==> config.mk <==
export PLATFORM = sky130hd
export DESIGN_NAME = fhr_recall
export DESIGN_NICKNAME = d
export VERILOG_FILES = /design/src/rtl/fhr_pkg.sv /design/src/rtl/fhr_recall.sv
export SDC_FILE = /design/constraint.sdc
export NUM_CORES = 1
export LEC_CHECK = 0
export ABC_AREA = 1
export ABC_CLOCK_PERIOD_IN_PS = 5790
export BUFFER_PORTS_ARGS = -buffer_cell sky130_fd_sc_hd__buf_2
export CAP_MARGIN = 20
export CORE_ASPECT_RATIO = 1.25
export CORE_MARGIN = 1.5
export CORE_UTILIZATION = 35
export DETAILED_ROUTE_END_ITERATION = 10
export PLACE_DENSITY = 0.55
export SYNTH_ARGS = -nofsm -noshare
export SYNTH_HDL_FRONTEND = slang
export SYNTH_SLANG_ARGS = --single-unit
==> constraint.sdc <==
create_clock -name I_MCLK -period 5.79 [get_ports I_MCLK]
set_input_delay 1.158 -clock I_MCLK [delete_from_list [all_inputs] [get_ports I_MCLK]]
set_output_delay 1.158 -clock I_MCLK [all_outputs]
set_load 0.01 [all_outputs]
==> src/rtl/fhr_pkg.sv <==
// package for the fault history recall block: timing, types, states
package fhr_pkg;
  // clock and timing base
  localparam int unsigned CLK_NS = 50;
  localparam int unsigned TICK_NS = 100_000_000;
  localparam int unsigned TICK_CYC = TICK_NS / CLK_NS;
  localparam int unsigned DEB_NS = 20_000_000;
  localparam int unsigned DEB_CYC = DEB_NS / CLK_NS;
  // hold windows and display times, in tenths of a second
  localparam logic [8:0] T_REVIEW_LO = 9'h014;
  localparam logic [8:0] T_REVIEW_HI = 9'h032;
  localparam logic [8:0] T_CLEAR_LO = 9'h064;
  localparam logic [8:0] T_CLEAR_HI = 9'h096;
  localparam logic [8:0] T_BLINK = 9'h005;
  localparam logic [8:0] T_END = 9'h01E;
  localparam logic [8:0] T_EIGHTS = 9'h01E;
  localparam logic [8:0] T_REVIEW_OUT = 9'h12C;
  // history shape
  localparam int unsigned HIST_DEPTH = 6;
  localparam logic [2:0] HIST_FULL = 3'h6;
  localparam logic [1:0] REPEAT_MAX = 2'h3;
  // reset values
  localparam logic [7:0] CODE_RST = 8'h00;

  typedef logic [7:0] fhr_code_t;
  typedef enum logic [1:0] {DK_BLANK, DK_CODE, DK_DASH, DK_EIGHT} fhr_kind_e;
  typedef enum logic [2:0] {
    ST_IDLE, ST_HOLD, ST_SHOW, ST_NEXT, ST_END, ST_EIGHT
  } fhr_state_e;
  // one fault code with its qualifier
  typedef struct packed {
    logic valid;
    fhr_code_t code;
  } fhr_fault_s;
  // what the two-digit display driver shows; lit low blanks a blink phase
  typedef struct packed {
    logic lit;
    fhr_kind_e kind;
    fhr_code_t code;
  } fhr_disp_s;
endpackage

==> src/rtl/fhr_recall.sv <==
// fault history recall and clear controller for the service button
// Summary of operation
// RULE_01: active fault codes are shown on the two-digit display
// RULE_02: the six most recent faults are kept and can be reviewed
// RULE_03: button sequences are accepted only with no thermostat demand; a clear release in the cycle demand arrives still erases history
// RULE_04: holding the button 2 to 5 seconds shows a steady double dash
// RULE_05: release within 2 to 5 seconds shows the newest stored fault
// RULE_06: each later press steps to the next older stored fault
// RULE_07: after the last fault the double dash blinks, then standby
// RULE_08: a run of identical faults is shown at most three times
// RULE_09: holding 10 to 15 seconds blinks the double dash, clear armed
// RULE_10: release within 10 to 15 seconds erases history and shows 88
// RULE_11: release before 2 seconds returns to standby with no history
// RULE_12: release between 5 and 10 seconds does nothing, back to standby
// RULE_13: holding past 15 seconds cancels the clear, history kept
// RULE_14: button is debounced and hold time counted in tenths of a second
`timescale 1ns/100ps
module fhr_recall
  import fhr_pkg::*;
#(
  parameter int unsigned TICK_CYCLES = TICK_CYC,
  parameter int unsigned DEB_CYCLES = DEB_CYC
) (
  // clock and reset
  input wire logic I_MCLK,
  input wire logic I_RST,
  // pins from the board
  input wire logic I_RECALL_BTN,
  input wire logic I_DEMAND,
  // fault log side
  input wire fhr_fault_s I_ACTIVE_FAULT,
  input wire fhr_fault_s I_LOG_FAULT,
  // display driver side
  output fhr_disp_s O_DISP,
  output logic [2:0] O_HIST_COUNT
);

  // blink phase from a tenths timer, lit during even half periods
  function automatic logic blink_on(input logic [8:0] t);
    logic [8:0] half;
    half = t / T_BLINK;
    return ~half[0];
  endfunction

  // pin synchronisers, debounce and tenths prescaler state
  logic btn_s1_r, btn_s2_r, dem_s1_r, dem_s2_r;
  logic btn_q_r, btn_q_nxt, press_r, press_nxt;
  logic [18:0] deb_r, deb_nxt;
  logic [20:0] pre_r, pre_nxt;
  logic tick_r, tick_nxt;

  // debounce needs the level stable for the whole window before it counts
  always_comb begin
    btn_q_nxt = btn_q_r;
    deb_nxt = '0;
    pre_nxt = pre_r + 21'h000001;
    tick_nxt = 1'b0;
    if (btn_s2_r != btn_q_r) begin
      if (deb_r == 19'(DEB_CYCLES - 1)) begin
        btn_q_nxt = btn_s2_r; // [RULE_14]
      end else begin
        deb_nxt = deb_r + 19'h00001;
      end
    end
    press_nxt = btn_q_nxt & ~btn_q_r;
    if (pre_r == 21'(TICK_CYCLES - 1)) begin
      pre_nxt = '0;
      tick_nxt = 1'b1; // [RULE_14]
    end
  end

  always_ff @(posedge I_MCLK or posedge I_RST) begin
    if (I_RST) begin
      btn_s1_r <= 1'b0;
      btn_s2_r <= 1'b0;
      dem_s1_r <= 1'b0;
      dem_s2_r <= 1'b0;
      btn_q_r <= 1'b0;
      press_r <= 1'b0;
      deb_r <= '0;
      pre_r <= '0;
      tick_r <= 1'b0;
    end else begin
      btn_s1_r <= I_RECALL_BTN;
      btn_s2_r <= btn_s1_r;
      dem_s1_r <= I_DEMAND;
      dem_s2_r <= dem_s1_r;
      btn_q_r <= btn_q_nxt;
      press_r <= press_nxt;
      deb_r <= deb_nxt;
      pre_r <= pre_nxt;
      tick_r <= tick_nxt;
    end
  end

  // sequence, history and display state
  fhr_state_e st_r, st_nxt;
  logic [8:0] tmr_r, tmr_nxt;
  logic [2:0] idx_r, idx_nxt, cnt_r, cnt_nxt;
  logic [1:0] rep_r, rep_nxt;
  fhr_code_t hist_r [HIST_DEPTH];
  fhr_code_t hist_nxt [HIST_DEPTH];
  fhr_disp_s disp_r, disp_nxt;
  logic clr;
  logic [2:0] idx_up;

  assign idx_up = idx_r + 3'h1;

  // hold timing and review walk; demand always forces standby
  always_comb begin
    st_nxt = st_r;
    tmr_nxt = tmr_r;
    idx_nxt = idx_r;
    rep_nxt = rep_r;
    cnt_nxt = cnt_r;
    hist_nxt = hist_r;
    clr = 1'b0;
    if (tick_r && tmr_r != '1) begin
      tmr_nxt = tmr_r + 9'h001; // [RULE_14]
    end
    unique case (st_r)
      ST_IDLE: begin
        if (press_r) begin
          st_nxt = ST_HOLD;
          tmr_nxt = '0;
        end
      end
      ST_HOLD: begin
        if (!btn_q_r) begin
          tmr_nxt = '0;
          if (tmr_r < T_REVIEW_LO) begin
            st_nxt = ST_IDLE; // [RULE_11]
          end else if (tmr_r < T_REVIEW_HI) begin
            idx_nxt = '0; // [RULE_05]
            rep_nxt = 2'h1;
            st_nxt = (cnt_r == '0) ? ST_END : ST_SHOW;
          end else if (tmr_r < T_CLEAR_LO) begin
            st_nxt = ST_IDLE; // [RULE_12]
          end else begin
            clr = 1'b1; // [RULE_10]
            st_nxt = ST_EIGHT;
          end
        end else if (tmr_r > T_CLEAR_HI) begin
          st_nxt = ST_IDLE; // [RULE_13]
        end
      end
      ST_SHOW: begin
        if (press_r) begin
          st_nxt = ST_NEXT; // [RULE_06]
        end else if (tmr_r >= T_REVIEW_OUT) begin
          st_nxt = ST_IDLE;
        end
      end
      ST_NEXT: begin
        tmr_nxt = '0;
        if (idx_up >= cnt_r) begin
          st_nxt = ST_END; // [RULE_07]
        end else begin
          idx_nxt = idx_up;
          if (hist_r[idx_up] != hist_r[idx_r]) begin
            rep_nxt = 2'h1;
            st_nxt = ST_SHOW;
          end else if (rep_r != REPEAT_MAX) begin
            rep_nxt = rep_r + 2'h1;
            st_nxt = ST_SHOW;
          end // else skip this repeat and look again [RULE_08]
        end
      end
      ST_END: begin
        if (tmr_r >= T_END) begin
          st_nxt = ST_IDLE; // [RULE_07]
        end
      end
      ST_EIGHT: begin
        if (tmr_r >= T_EIGHTS) begin
          st_nxt = ST_IDLE;
        end
      end
    endcase
    if (dem_s2_r) begin
      st_nxt = ST_IDLE; // [RULE_03]
    end
    // a fault logged in the clearing cycle survives the clear
    if (clr) begin
      cnt_nxt = '0;
    end
    if (I_LOG_FAULT.valid) begin
      for (int i = HIST_DEPTH - 1; i > 0; i--) begin
        hist_nxt[i] = hist_r[i - 1];
      end
      hist_nxt[0] = I_LOG_FAULT.code; // [RULE_02]
      if (cnt_nxt != HIST_FULL) begin
        cnt_nxt = cnt_nxt + 3'h1;
      end
    end
  end

  // display selection; the entry under review is held through the step
  always_comb begin
    disp_nxt.lit = 1'b1;
    disp_nxt.kind = DK_BLANK;
    disp_nxt.code = CODE_RST;
    unique case (st_r)
      ST_IDLE: begin
        if (I_ACTIVE_FAULT.valid) begin
          disp_nxt.kind = DK_CODE; // [RULE_01]
          disp_nxt.code = I_ACTIVE_FAULT.code;
        end
      end
      ST_HOLD: begin
        if (tmr_r >= T_REVIEW_LO && tmr_r < T_REVIEW_HI) begin
          disp_nxt.kind = DK_DASH; // [RULE_04]
        end else if (tmr_r >= T_CLEAR_LO && tmr_r <= T_CLEAR_HI) begin
          disp_nxt.kind = DK_DASH; // [RULE_09]
          disp_nxt.lit = blink_on(tmr_r);
        end
      end
      ST_SHOW: begin
        disp_nxt.kind = DK_CODE; // [RULE_02]
        disp_nxt.code = hist_r[idx_r];
      end
      ST_NEXT: begin
        disp_nxt = disp_r;
      end
      ST_END: begin
        disp_nxt.kind = DK_DASH; // [RULE_07]
        disp_nxt.lit = blink_on(tmr_r);
      end
      ST_EIGHT: begin
        disp_nxt.kind = DK_EIGHT; // [RULE_10]
      end
    endcase
  end

  always_ff @(posedge I_MCLK or posedge I_RST) begin
    if (I_RST) begin
      st_r <= ST_IDLE;
      tmr_r <= '0;
      idx_r <= '0;
      rep_r <= 2'h1;
      cnt_r <= '0;
      hist_r <= '{default: CODE_RST};
      disp_r <= '{lit: 1'b1, kind: DK_BLANK, code: CODE_RST};
    end else begin
      st_r <= st_nxt;
      tmr_r <= tmr_nxt;
      idx_r <= idx_nxt;
      rep_r <= rep_nxt;
      cnt_r <= cnt_nxt;
      hist_r <= hist_nxt;
      disp_r <= disp_nxt;
    end
  end

  assign O_DISP = disp_r;
  assign O_HIST_COUNT = cnt_r;
endmodule

# ---- Yosys cells after proc, flatten, opt, wreduce, memory -nomap -nowiden
# Cells that the tools add are included.
dict set report op_classes {
  n_addsub 6
  n_mul 0
  div_mod_pow 1
  magnitude_cmp 12
  eq_ne 22
  n_shift 0
  n_mux 58
  bitwise 5
  reduce_logical 10
}
# cell count
set op_table {}
lappend op_table {{$mux W3} 22}
lappend op_table {{$bmux W8 S3} 2}
lappend op_table {{$mux W19} 2}
lappend op_table {{$mux W9} 4}
lappend op_table {{$mux W8} 4}
lappend op_table {{$pmux W9 S3} 1}
lappend op_table {{$pmux W8 S3} 1}
lappend op_table {{$add A21 B1 Y21 const B} 1}
lappend op_table {{$eq A21 B21 Y1 const B} 1}
lappend op_table {{$mux W21} 1}
lappend op_table {{$add A19 B1 Y19 const B} 1}
lappend op_table {{$eq A19 B19 Y1 const B} 1}
lappend op_table {{$ge A9 B5 Y1 const B} 2}
lappend op_table {{$pmux W3 S5} 1}
lappend op_table {{$mux W2} 7}
lappend op_table {{$ne A2 B2 Y1 const B} 5}
lappend op_table {{$pmux W2 S5} 1}
lappend op_table {{$reduce_and A5 Y1} 2}
lappend op_table {{$add A9 B1 Y9 const B} 1}
lappend op_table {{$div A9 B3 Y9 const B} 1}
lappend op_table {{$ge A9 B7 Y1 const B} 1}
lappend op_table {{$ge A9 B9 Y1 const B} 1}
lappend op_table {{$gt A9 B8 Y1 const B} 1}
lappend op_table {{$le A9 B8 Y1 const B} 1}
lappend op_table {{other kinds (29)} 49}
dict set report word_totals {
  reg_bits 126
  latch_bits 0
  mem_bits_rw 0
  rom_bits 0
  input_bits 22
  wordCells 137
  memories 0
}

# ---- Depth between registers and ports, before layout
# Gate-level depths: netlist of the first run.
dict set report logic_depth {
  word_depth 10
  mapped_depth 26
}

# ---- Least setup slack after synthesis of the first run
# No wires, ideal clock.
dict set report synth_timing {
  path_kind {flip-flop to flip-flop}
  start {reg idx_r[0]}
  end {reg st_r[1]}
  setup_ns 0.095
  arrival_time_ns 2.372
  t_required_ns 5.695
  path_slack_ns 3.323
  stages_incl_launch_ff 15
  path_cell_list {dfrtp_1 > ha_1 > clkbuf_1 > o21ai_0 > a21oi_1 > o21ai_0 > o21ai_0 > xor2_1 > nor4_1 > nand2_1 > nor2_1 > nand3_1 > nand2_1 > nand2_1 > o31ai_1}
}
dict set report synth_via {
  elab_chain_len 10
  word_cells_on_any_way 17
  cone_classes {add/sub (1); order compare (1); eq/ne (2); mux (10); bitwise (2); reduce/logical (1)}
}
# element line_no
set synth_rtl {}
lappend synth_rtl {{start: declaration} fhr_recall.sv:99} ;# logic [2:0] idx_r, idx_nxt, cnt_r, cnt_nxt;
lappend synth_rtl {{start signal: assignment} fhr_recall.sv:247} ;# idx_r <= idx_nxt;
lappend synth_rtl {{$add A3 B1 Y3} fhr_recall.sv:107} ;# assign idx_up = idx_r + 3'h1;
lappend synth_rtl {{$not A3 Y4 (implied by the code)} fhr_recall.sv:160} ;# if (hist_r[idx_up] != hist_r[idx_r]) begin
lappend synth_rtl {{$bmux W8 S3} fhr_recall.sv:160}
lappend synth_rtl {{$mux W8 (implied by the code) (2 in series)} fhr_recall.sv:160}
lappend synth_rtl {{$ne A8 B8 Y1} fhr_recall.sv:160}
lappend synth_rtl {{$mux W3} fhr_recall.sv:160}
lappend synth_rtl {{$mux W3} fhr_recall.sv:156} ;# if (idx_up >= cnt_r) begin
lappend synth_rtl {{$pmux W3 S5} fhr_recall.sv:121} ;# unique case (st_r)
lappend synth_rtl {{$mux W3} fhr_recall.sv:180} ;# if (dem_s2_r) begin
lappend synth_rtl {{end signal: assignment} fhr_recall.sv:245} ;# st_r <= st_nxt;
lappend synth_rtl {{end: declaration} fhr_recall.sv:97} ;# fhr_state_e st_r, st_nxt;
# Parallel ways exist; a longest one is shown, timed or not. The select of a mux whose other input is x is not followed.
# A chain may end at the register's enable or synchronous reset.

# ---- Final worst setup path of the first run
# Ends and elaborated chain as after synthesis.

==> summary.txt, run 1 <==
Synthesis
  – Synthesis Warnings: 0
  – Synth Cell Area: 7170 µm²
  – Seq/Total Area, Yosys: 44.0%
  – Syn Nets: 980
  – Mean Syn Cell Area: 7.58 µm²
  – Top-area cell type share of the netlist area: 43.3%
  – Yosys reg bits: 126
  – Cell taking the most area after synthesis: dfrtp_1
  – Post-synthesis cell count: 946
  – Cell variety after synth: between 50 and 60
  – Synth area leaders: dfrtp_1 43%, nand2_1 9.4%, o21ai_0 8.6%

Place
  – Gpl congestion: 0.790
  – Detail Placement HPWL: 11800 µm
  – Pre-CTS setup slack: 2.43 ns
  – I/O Buffers: 35

Setup path
  – Crit start category: flop
  – Critical path class: flop to flop
  – Crit. End Element: flop
  – Cell at the slowest stage of the critical path: ha_1
  – CP arrival: around 3.7 ns
  – Crit path max fanout: 52
  – Crit-path most repeated cell: nand2_1
  – Worst path required time: ~6.1 ns
  – Largest stage delay, worst path: 0.83 ns
  – Crit-path cells: buf_4 > ha_1 > inv_1 > nand2_1 > o21ai_0 > xor2_1 > nor4_1 > nand2_1 > nor2_1 > nand3_1 > nand2_1 > nand2_1 > o31ai_1

CTS
  – # hold bufs at CTS: 0
  – Depth of the CTS H-tree: 4
  – Clock slew seen by the registers of the worst setup and hold paths: around 0.060 ns
  – Clock sink total: 126
  – Post-cts resize count: 0
  – Root buf cell: clkbuf_16
  – Post CTS Setup Buffer Count: 0
  – CTS tree: yes
  – Clock buffer depth: 2
  – Total CTS buffers: 17
  – Skew-Pair Late Insertion Delay: 0.41 ns

Route
  – # DRC: 0
  – Final antenna-violating net count: 0
  – Final wirelength: about 17000 µm
  – DR pass1 iterations: 7
  – Vias: ~6000
  – Wire length per cell: 13.3 µm
  – Vias/cell: 4.87
  – DR iter-0 viols: 393

Timing
  – Final Hold Viols: 0
  – Setup TNS Final: 0 ns
  – Slew margin rel.: 45.0%
  – Tmin final: 3.37 ns
  – Setup violators final: 0
  – Worst slew pin tran: slightly above 0.8 ns
  – RSZ-0062 raised after global routing: false
  – Final Max Slew Viols: 0
  – Final setup margin: 2.42 ns
  – FMAX: 297 MHz
  – Final Cycle Share: 58.1%
  – Worst setup skew after layout: 0.0117 ns
  – Hold_ws: 0.355 ns

Floorplanning
  – Starting Density: 35.7%
  – Num rows: 58
  – Core region area: 20100 µm²
  – Die width: about 130 µm
  – Die height: between 150 and 200 µm
  – Top-Level Pins: 36
  – Die area: 21400 µm²

Power
  – Pwr/cell area: 281 nW/µm²
  – Max VDD drop: 0.186 mV
  – Leakage: 0.00386 µW

Cells and area
  – Layout cells sized above 1: 11.3%
  – Leading cell type in the layout, fill and taps excluded: nand2_1
  – Multi-input gate area: 3330 µm²
  – Area delta synth->final: 13.0%
  – Ant diodes: 0
  – Sequential Area: 3160 µm²
  – # fillers: 2102
  – Layout net count: between 1000 and 1500
  – Most frequent cells in the layout: 180 x nand2_1, 126 x inv_1, 124 x dfrtp_1

GRT
  – Grt total ovfl: 0
  – Antenna violations before repair: 0
  – Total track usage: ~17%
  – Global-route wire length before repair: 28800 µm
  – Vias in the first global route: 5896
  – Largest net degree at the start of global routing: 81

Worst hold path
  – Hold Crit Class: flop to flop

Outcome
  – Outcome: complete, no violations

Flow run
  – Max Cap Viol: 0
final cells by class:
class / count / share of cell area, %
inverters: 139 / 6.53
multi-input cells: 649 / 41.1
repair buffers: 39 / 2.53
clock buffers: 24 / 5.70
flip-flops and latches: 126 / 38.9
clock inverters: 7 / 1.10
well taps: 270 / 4.17
flip-flops by register name, summed over array words and instances (netlist names), 2 cells and up:
name	cells
hist_r	48
idx_r	3
st_r	3
tmr_r	9
rep_r	2
pre_r	21
deb_r	19
O_HIST_COUNT	3
O_DISP	11
power by group:
group	internal, µW	switching, µW	leakage, µW
clock network	640	381	0.000272
registers	945	54.3	0.00165
logic	88.2	170	0.00194
total	1670	605	0.00386
critical path: cells and delay by family, from the launching register on:
kind | cells | cell delay, ns
fa+ha+maj | 1 | 0.83
simple gates | 7 | 1.25
compound gates | 2 | 0.22
flops | 1 | 0.35
buf+inv | 2 | 0.44
xor+xnor | 1 | 0.16
final timing paths:
kind                       startpoint         to  slack (ns)  cells after the start
hold reg to reg              btn_s1_r   btn_s2_r        0.36                      0
setup reg to reg             idx_r[0]    st_r[1]        2.42                     13
hold / removal               btn_s1_r   btn_s2_r        0.36                      0
min in group asynchronous       I_RST  pre_r[12]        0.86                      2
setup / recovery             idx_r[0]    st_r[1]        2.42                     13
max in group asynchronous       I_RST  O_DISP[2]        3.79                      3
synth_stat cells, drive strengths merged:
| library cell | count |
|---|---|
| a2111oi | 1 |
| o31ai | 1 |
| and3 | 1 |
| xnor2 | 2 |
| o21ai | 130 |
| dfrtp | 124 |
| a41oi | 1 |
| nand3b | 1 |
| nor2 | 77 |
| a21oi | 64 |
| nand4 | 14 |
| a22o | 1 |
| o2111ai | 1 |
| nor3b | 3 |
| a21o | 2 |
| dfstp | 2 |
| nand3 | 57 |
| buf | 7 |
| o21bai | 2 |
| nor3 | 31 |
| a31oi | 3 |
| o21a | 3 |
| clkinv | 3 |
| o22ai | 2 |
| ha | 12 |
| nor4 | 13 |
| xor2 | 21 |
| clkbuf | 25 |
| a211oi | 2 |
| o41ai | 1 |
| o32ai | 1 |
| o211a | 1 |
| inv | 136 |
| o211ai | 2 |
| nand2 | 199 |
routing by layer:
layer  part of all wire [%]  wire length (µm)  global-route usage, %
met4                    2.0               333                   6.19
met3                    2.3               389                   3.08
met1                     48              7960                   22.2
met5                      0                 0                      0
met2                     48              8030                   27.8
logic make-up (layout without fill, tap and decap cells):
family / count (synthesis) / in the layout / share of synthesized area, %
buf+inv: 171 / 209 / 9.60
compound gates: 218 / 218 / 16.5
simple gates: 396 / 396 / 24.9
xor+xnor: 23 / 23 / 2.91
fa+ha+maj: 12 / 12 / 2.09
flops: 126 / 126 / 44.0
stage by stage:
stage	cells	area [µm²]	power [µW]	util, %
2_1_floorplan	946	7170	1180	-
3_3_place_gp	1223	7560	1280	37.6
3_5_place_dp	1223	7560	1280	37.6
4_1_cts	1254	8110	2300	40.3
5_1_grt	1254	8110	2390	40.3
6_report	1254	8110	2280	40.3
Note: power is estimated with default switching activity, not from simulation.
==> run 2: changes to the inputs <==
- ABC_AREA: 1 -> 0
- ABC_CLOCK_PERIOD_IN_PS: 5790 -> 3200
- clock period: 5.79 -> 3.2 ns (I/O delays scaled with it)
==> run 2 against run 1 <==
  * Global-route usage shrank 0.96 points
  * Die area down 0.74%
  * Wire length is 6.3% lower
  * Via count is 12% lower
  * Clock power increased by 110%
  * Largest cell class unchanged
  * Sequential cell count did not move
  * Critical path depth is 3 lower
  * Critical path type unchanged
  * First-iteration DRC count shrank 27%
  * Cell count shrank 20%
==> summary.txt, run 2 <==
Cells and area
  – Leading cell type in the layout, fill and taps excluded: dfrtp_1
  – Most flops, register: hist_r
  – Most frequent cells in the layout: 124 x dfrtp_1, 63 x nor2_1, 54 x mux2_2
  – Area delta synth->final: 16.1%
  – # fillers: 1956
  – Largest regs: hist_r: 48 flops, pre_r: 21 flops, deb_r: 19 flops
  – Layout net count: 750
  – Max FFs per register: 48
  – Layout cells sized above 1: 22.6%
  – Ant diodes: 0
  – Fin cells: 999

Floorplanning
  – Die area: 21200 µm²
  – Top-Level Pins: 36
  – Num rows: 58
  – Die width: 131 µm
  – Starting Density: 35.5%
  – Die height: ~160 µm
  – Core region area: 20000 µm²

Setup path
  – R2R Setup Slk: 0.37 ns
  – FF-to-FF End: rep_r[0]
  – Crit path max fanout: 6
  – Launching point of the worst reg2reg path: idx_r[0]
  – Crit start category: flop
  – R2R depth: 10
  – Critical path class: flop to flop
  – Crit. End Element: flop
  – Worst path required time: 3.55 ns
  – CP arrival: 3.17 ns

CTS
  – Skew-Pair Late Insertion Delay: between 0.4 and 0.5 ns
  – Post CTS Setup Buffer Count: 0
  – Clock buffer depth: 2
  – CTS tree: yes
  – Clock slew seen by the registers of the worst setup and hold paths: 0.06 ns
  – Post-cts resize count: 0
  – Clock sink total: 126
  – Depth of the CTS H-tree: 4
  – Root buf cell: clkbuf_16
  – # hold bufs at CTS: 0
  – Total CTS buffers: 17

Timing
  – Final Cycle Share: 88.4%
  – Worst slew pin tran: 1.05 ns
  – Final Hold Viols: 0
  – Hold_ws: between 0.3 and 0.4 ns
  – RSZ-0062 raised after global routing: false
  – Setup TNS Final: 0 ns
  – Slew margin rel.: 29.8%
  – FMAX: 354 MHz
  – Setup violators final: 0
  – Final Max Slew Viols: 0
  – Tmin final: approximately 2.8 ns
  – Worst setup skew after layout: 0.0137 ns

Place
  – I/O Buffers: 35
  – Detail Placement HPWL: 11300 µm
  – Dpl cells: between 900 and 1000
  – Gpl congestion: 0.850

Outcome
  – Outcome: complete, no violations

Route
  – Wire length per cell: approximately 16 µm
  – Vias: 5358
  – DR pass1 iterations: 4
  – Vias/cell: 5.36
  – DR iter-0 viols: approximately 290
  – Final antenna-violating net count: 0
  – Final wirelength: 15700 µm
  – # DRC: 0

Synthesis
  – Yosys reg bits: between 100 and 150
  – Synth area leaders: dfrtp_1 44%, mux2_2 8.5%, mux4_2 5.1%
  – Mean Syn Cell Area: around 10 µm²
  – Syn Nets: 720
  – Number of flops mapped to enable cells by yosys: 0
  – Top-count cell post-synth: dfrtp_1
  – Post-synthesis cell count: roughly 690
  – Synth Cell Area: 7120 µm²
  – Cell variety after synth: 70
  – Most common library cells after synthesis: 124 x dfrtp_1, 63 x nor2_1, 54 x mux2_2
  – Top FF cell, synth: dfrtp_1
  – Async set-or-reset flop fraction in the synthesized netlist: 100%
  – Synthesis Warnings: 0
  – Seq/Total Area, Yosys: between 40% and 50%
  – Top-area cell type share of the netlist area: 43.6%
  – Cell taking the most area after synthesis: dfrtp_1

Power
  – Pwr Total: 4620 µW
  – Internal power: between 3000 and 4000 µW
  – Leakage: 0.00346 µW
  – Pwr/cell area: 559 nW/µm²
  – Switching share of power: 23.9%
  – Clock power share: roughly 47%
  – Seq pwr share: 41.7%
  – P_sw: roughly 1100 µW
  – Max VDD drop: 0.393 mV
  – Comb pwr share: 11.7%

Flow run
  – Max Cap Viol: 0

GRT
  – Met1 global-route usage: 19.5%
  – Grt total ovfl: 0
  – Vias in the first global route: between 5000 and 6000
  – Total track usage: 16.0%
  – Met2 usage: 26.6%
  – Largest net degree at the start of global routing: 50
  – GRT busiest layer: met2
  – Antenna violations before repair: 0
  – Global-route wire length before repair: 26600 µm
  – Met3 Use GR: 3.35%

Worst hold path
  – Hold EP: dem_s1_r
  – Hold Crit Class: input pin to flop
  – Hold depth: 1
  – Hold Path Origin: I_DEMAND
run 2: worst max-delay path, stage by stage (launching register included):
cell	delay, ns
dfrtp_1	0.38
ha_1	0.44
buf_4	0.21
mux4_2	0.49
and2_1	0.18
o21a_1	0.19
nor4b_2	0.30
nand4_2	0.19
o21ai_1	0.18
nor2b_1	0.15
a31oi_1	0.05
run 2: layout make-up:
class                   count  area [µm²]  area share [%]
multi-input cells         504        3720            45.0
flip-flops and latches    126        3160            38.2
clock buffers              22         484            5.86
well taps                 270         338            4.09
repair buffers             51         320            3.88
clock inverters            10         183            2.21
inverters                  16        63.8           0.772
run 2: routing by layer:
layer	wire length, µm	share of wire [%]
met1	6640	42
met2	8030	51
met3	530	3.4
met4	456	2.9
met5	0	0
run 2: worst max-delay path by stage:
stage | start | end | slack, ns | depth (start not counted)
after floorplan | idx_r[0] | rep_r[0] | 0.61 | 10
after global placement | idx_r[0] | st_r[0] | 0.33 | 10
after detailed placement | idx_r[0] | rep_r[0] | 0.29 | 10
after CTS | idx_r[0] | rep_r[0] | 0.31 | 10
after global routing | idx_r[0] | rep_r[0] | 0.18 | 9
final | idx_r[0] | rep_r[0] | 0.37 | 10
run 2: logic make-up after synthesis:
family          Yosys count  share of synthesized area, %
simple gates            235                          17.0
compound gates          126                          11.7
flops                   126                          44.3
mux                      84                          15.6
buf+inv                  56                          3.48
xor+xnor                 47                          5.78
fa+ha+maj                12                          2.11
run 2: stage by stage:
step / utilization, % / cell area (µm²) / setup WS [ns]
2_1_floorplan: - / 7120 / 0.612
3_3_place_gp: 37.9 / 7600 / 0.326
3_5_place_dp: 37.9 / 7600 / 0.295
4_1_cts: 41.3 / 8270 / 0.308
5_1_grt: 41.3 / 8270 / 0.182
6_report: 41.3 / 8270 / 0.373
run 2: power by group through the flow:
stage	registers, µW	clock network (µW)	logic [µW]
3_3_place_gp	1940	0	522
5_1_grt	1960	2270	603
3_5_place_dp	1960	0	544
4_1_cts	1930	2200	547
6_report	1930	2160	540
2_1_floorplan	1900	0	405
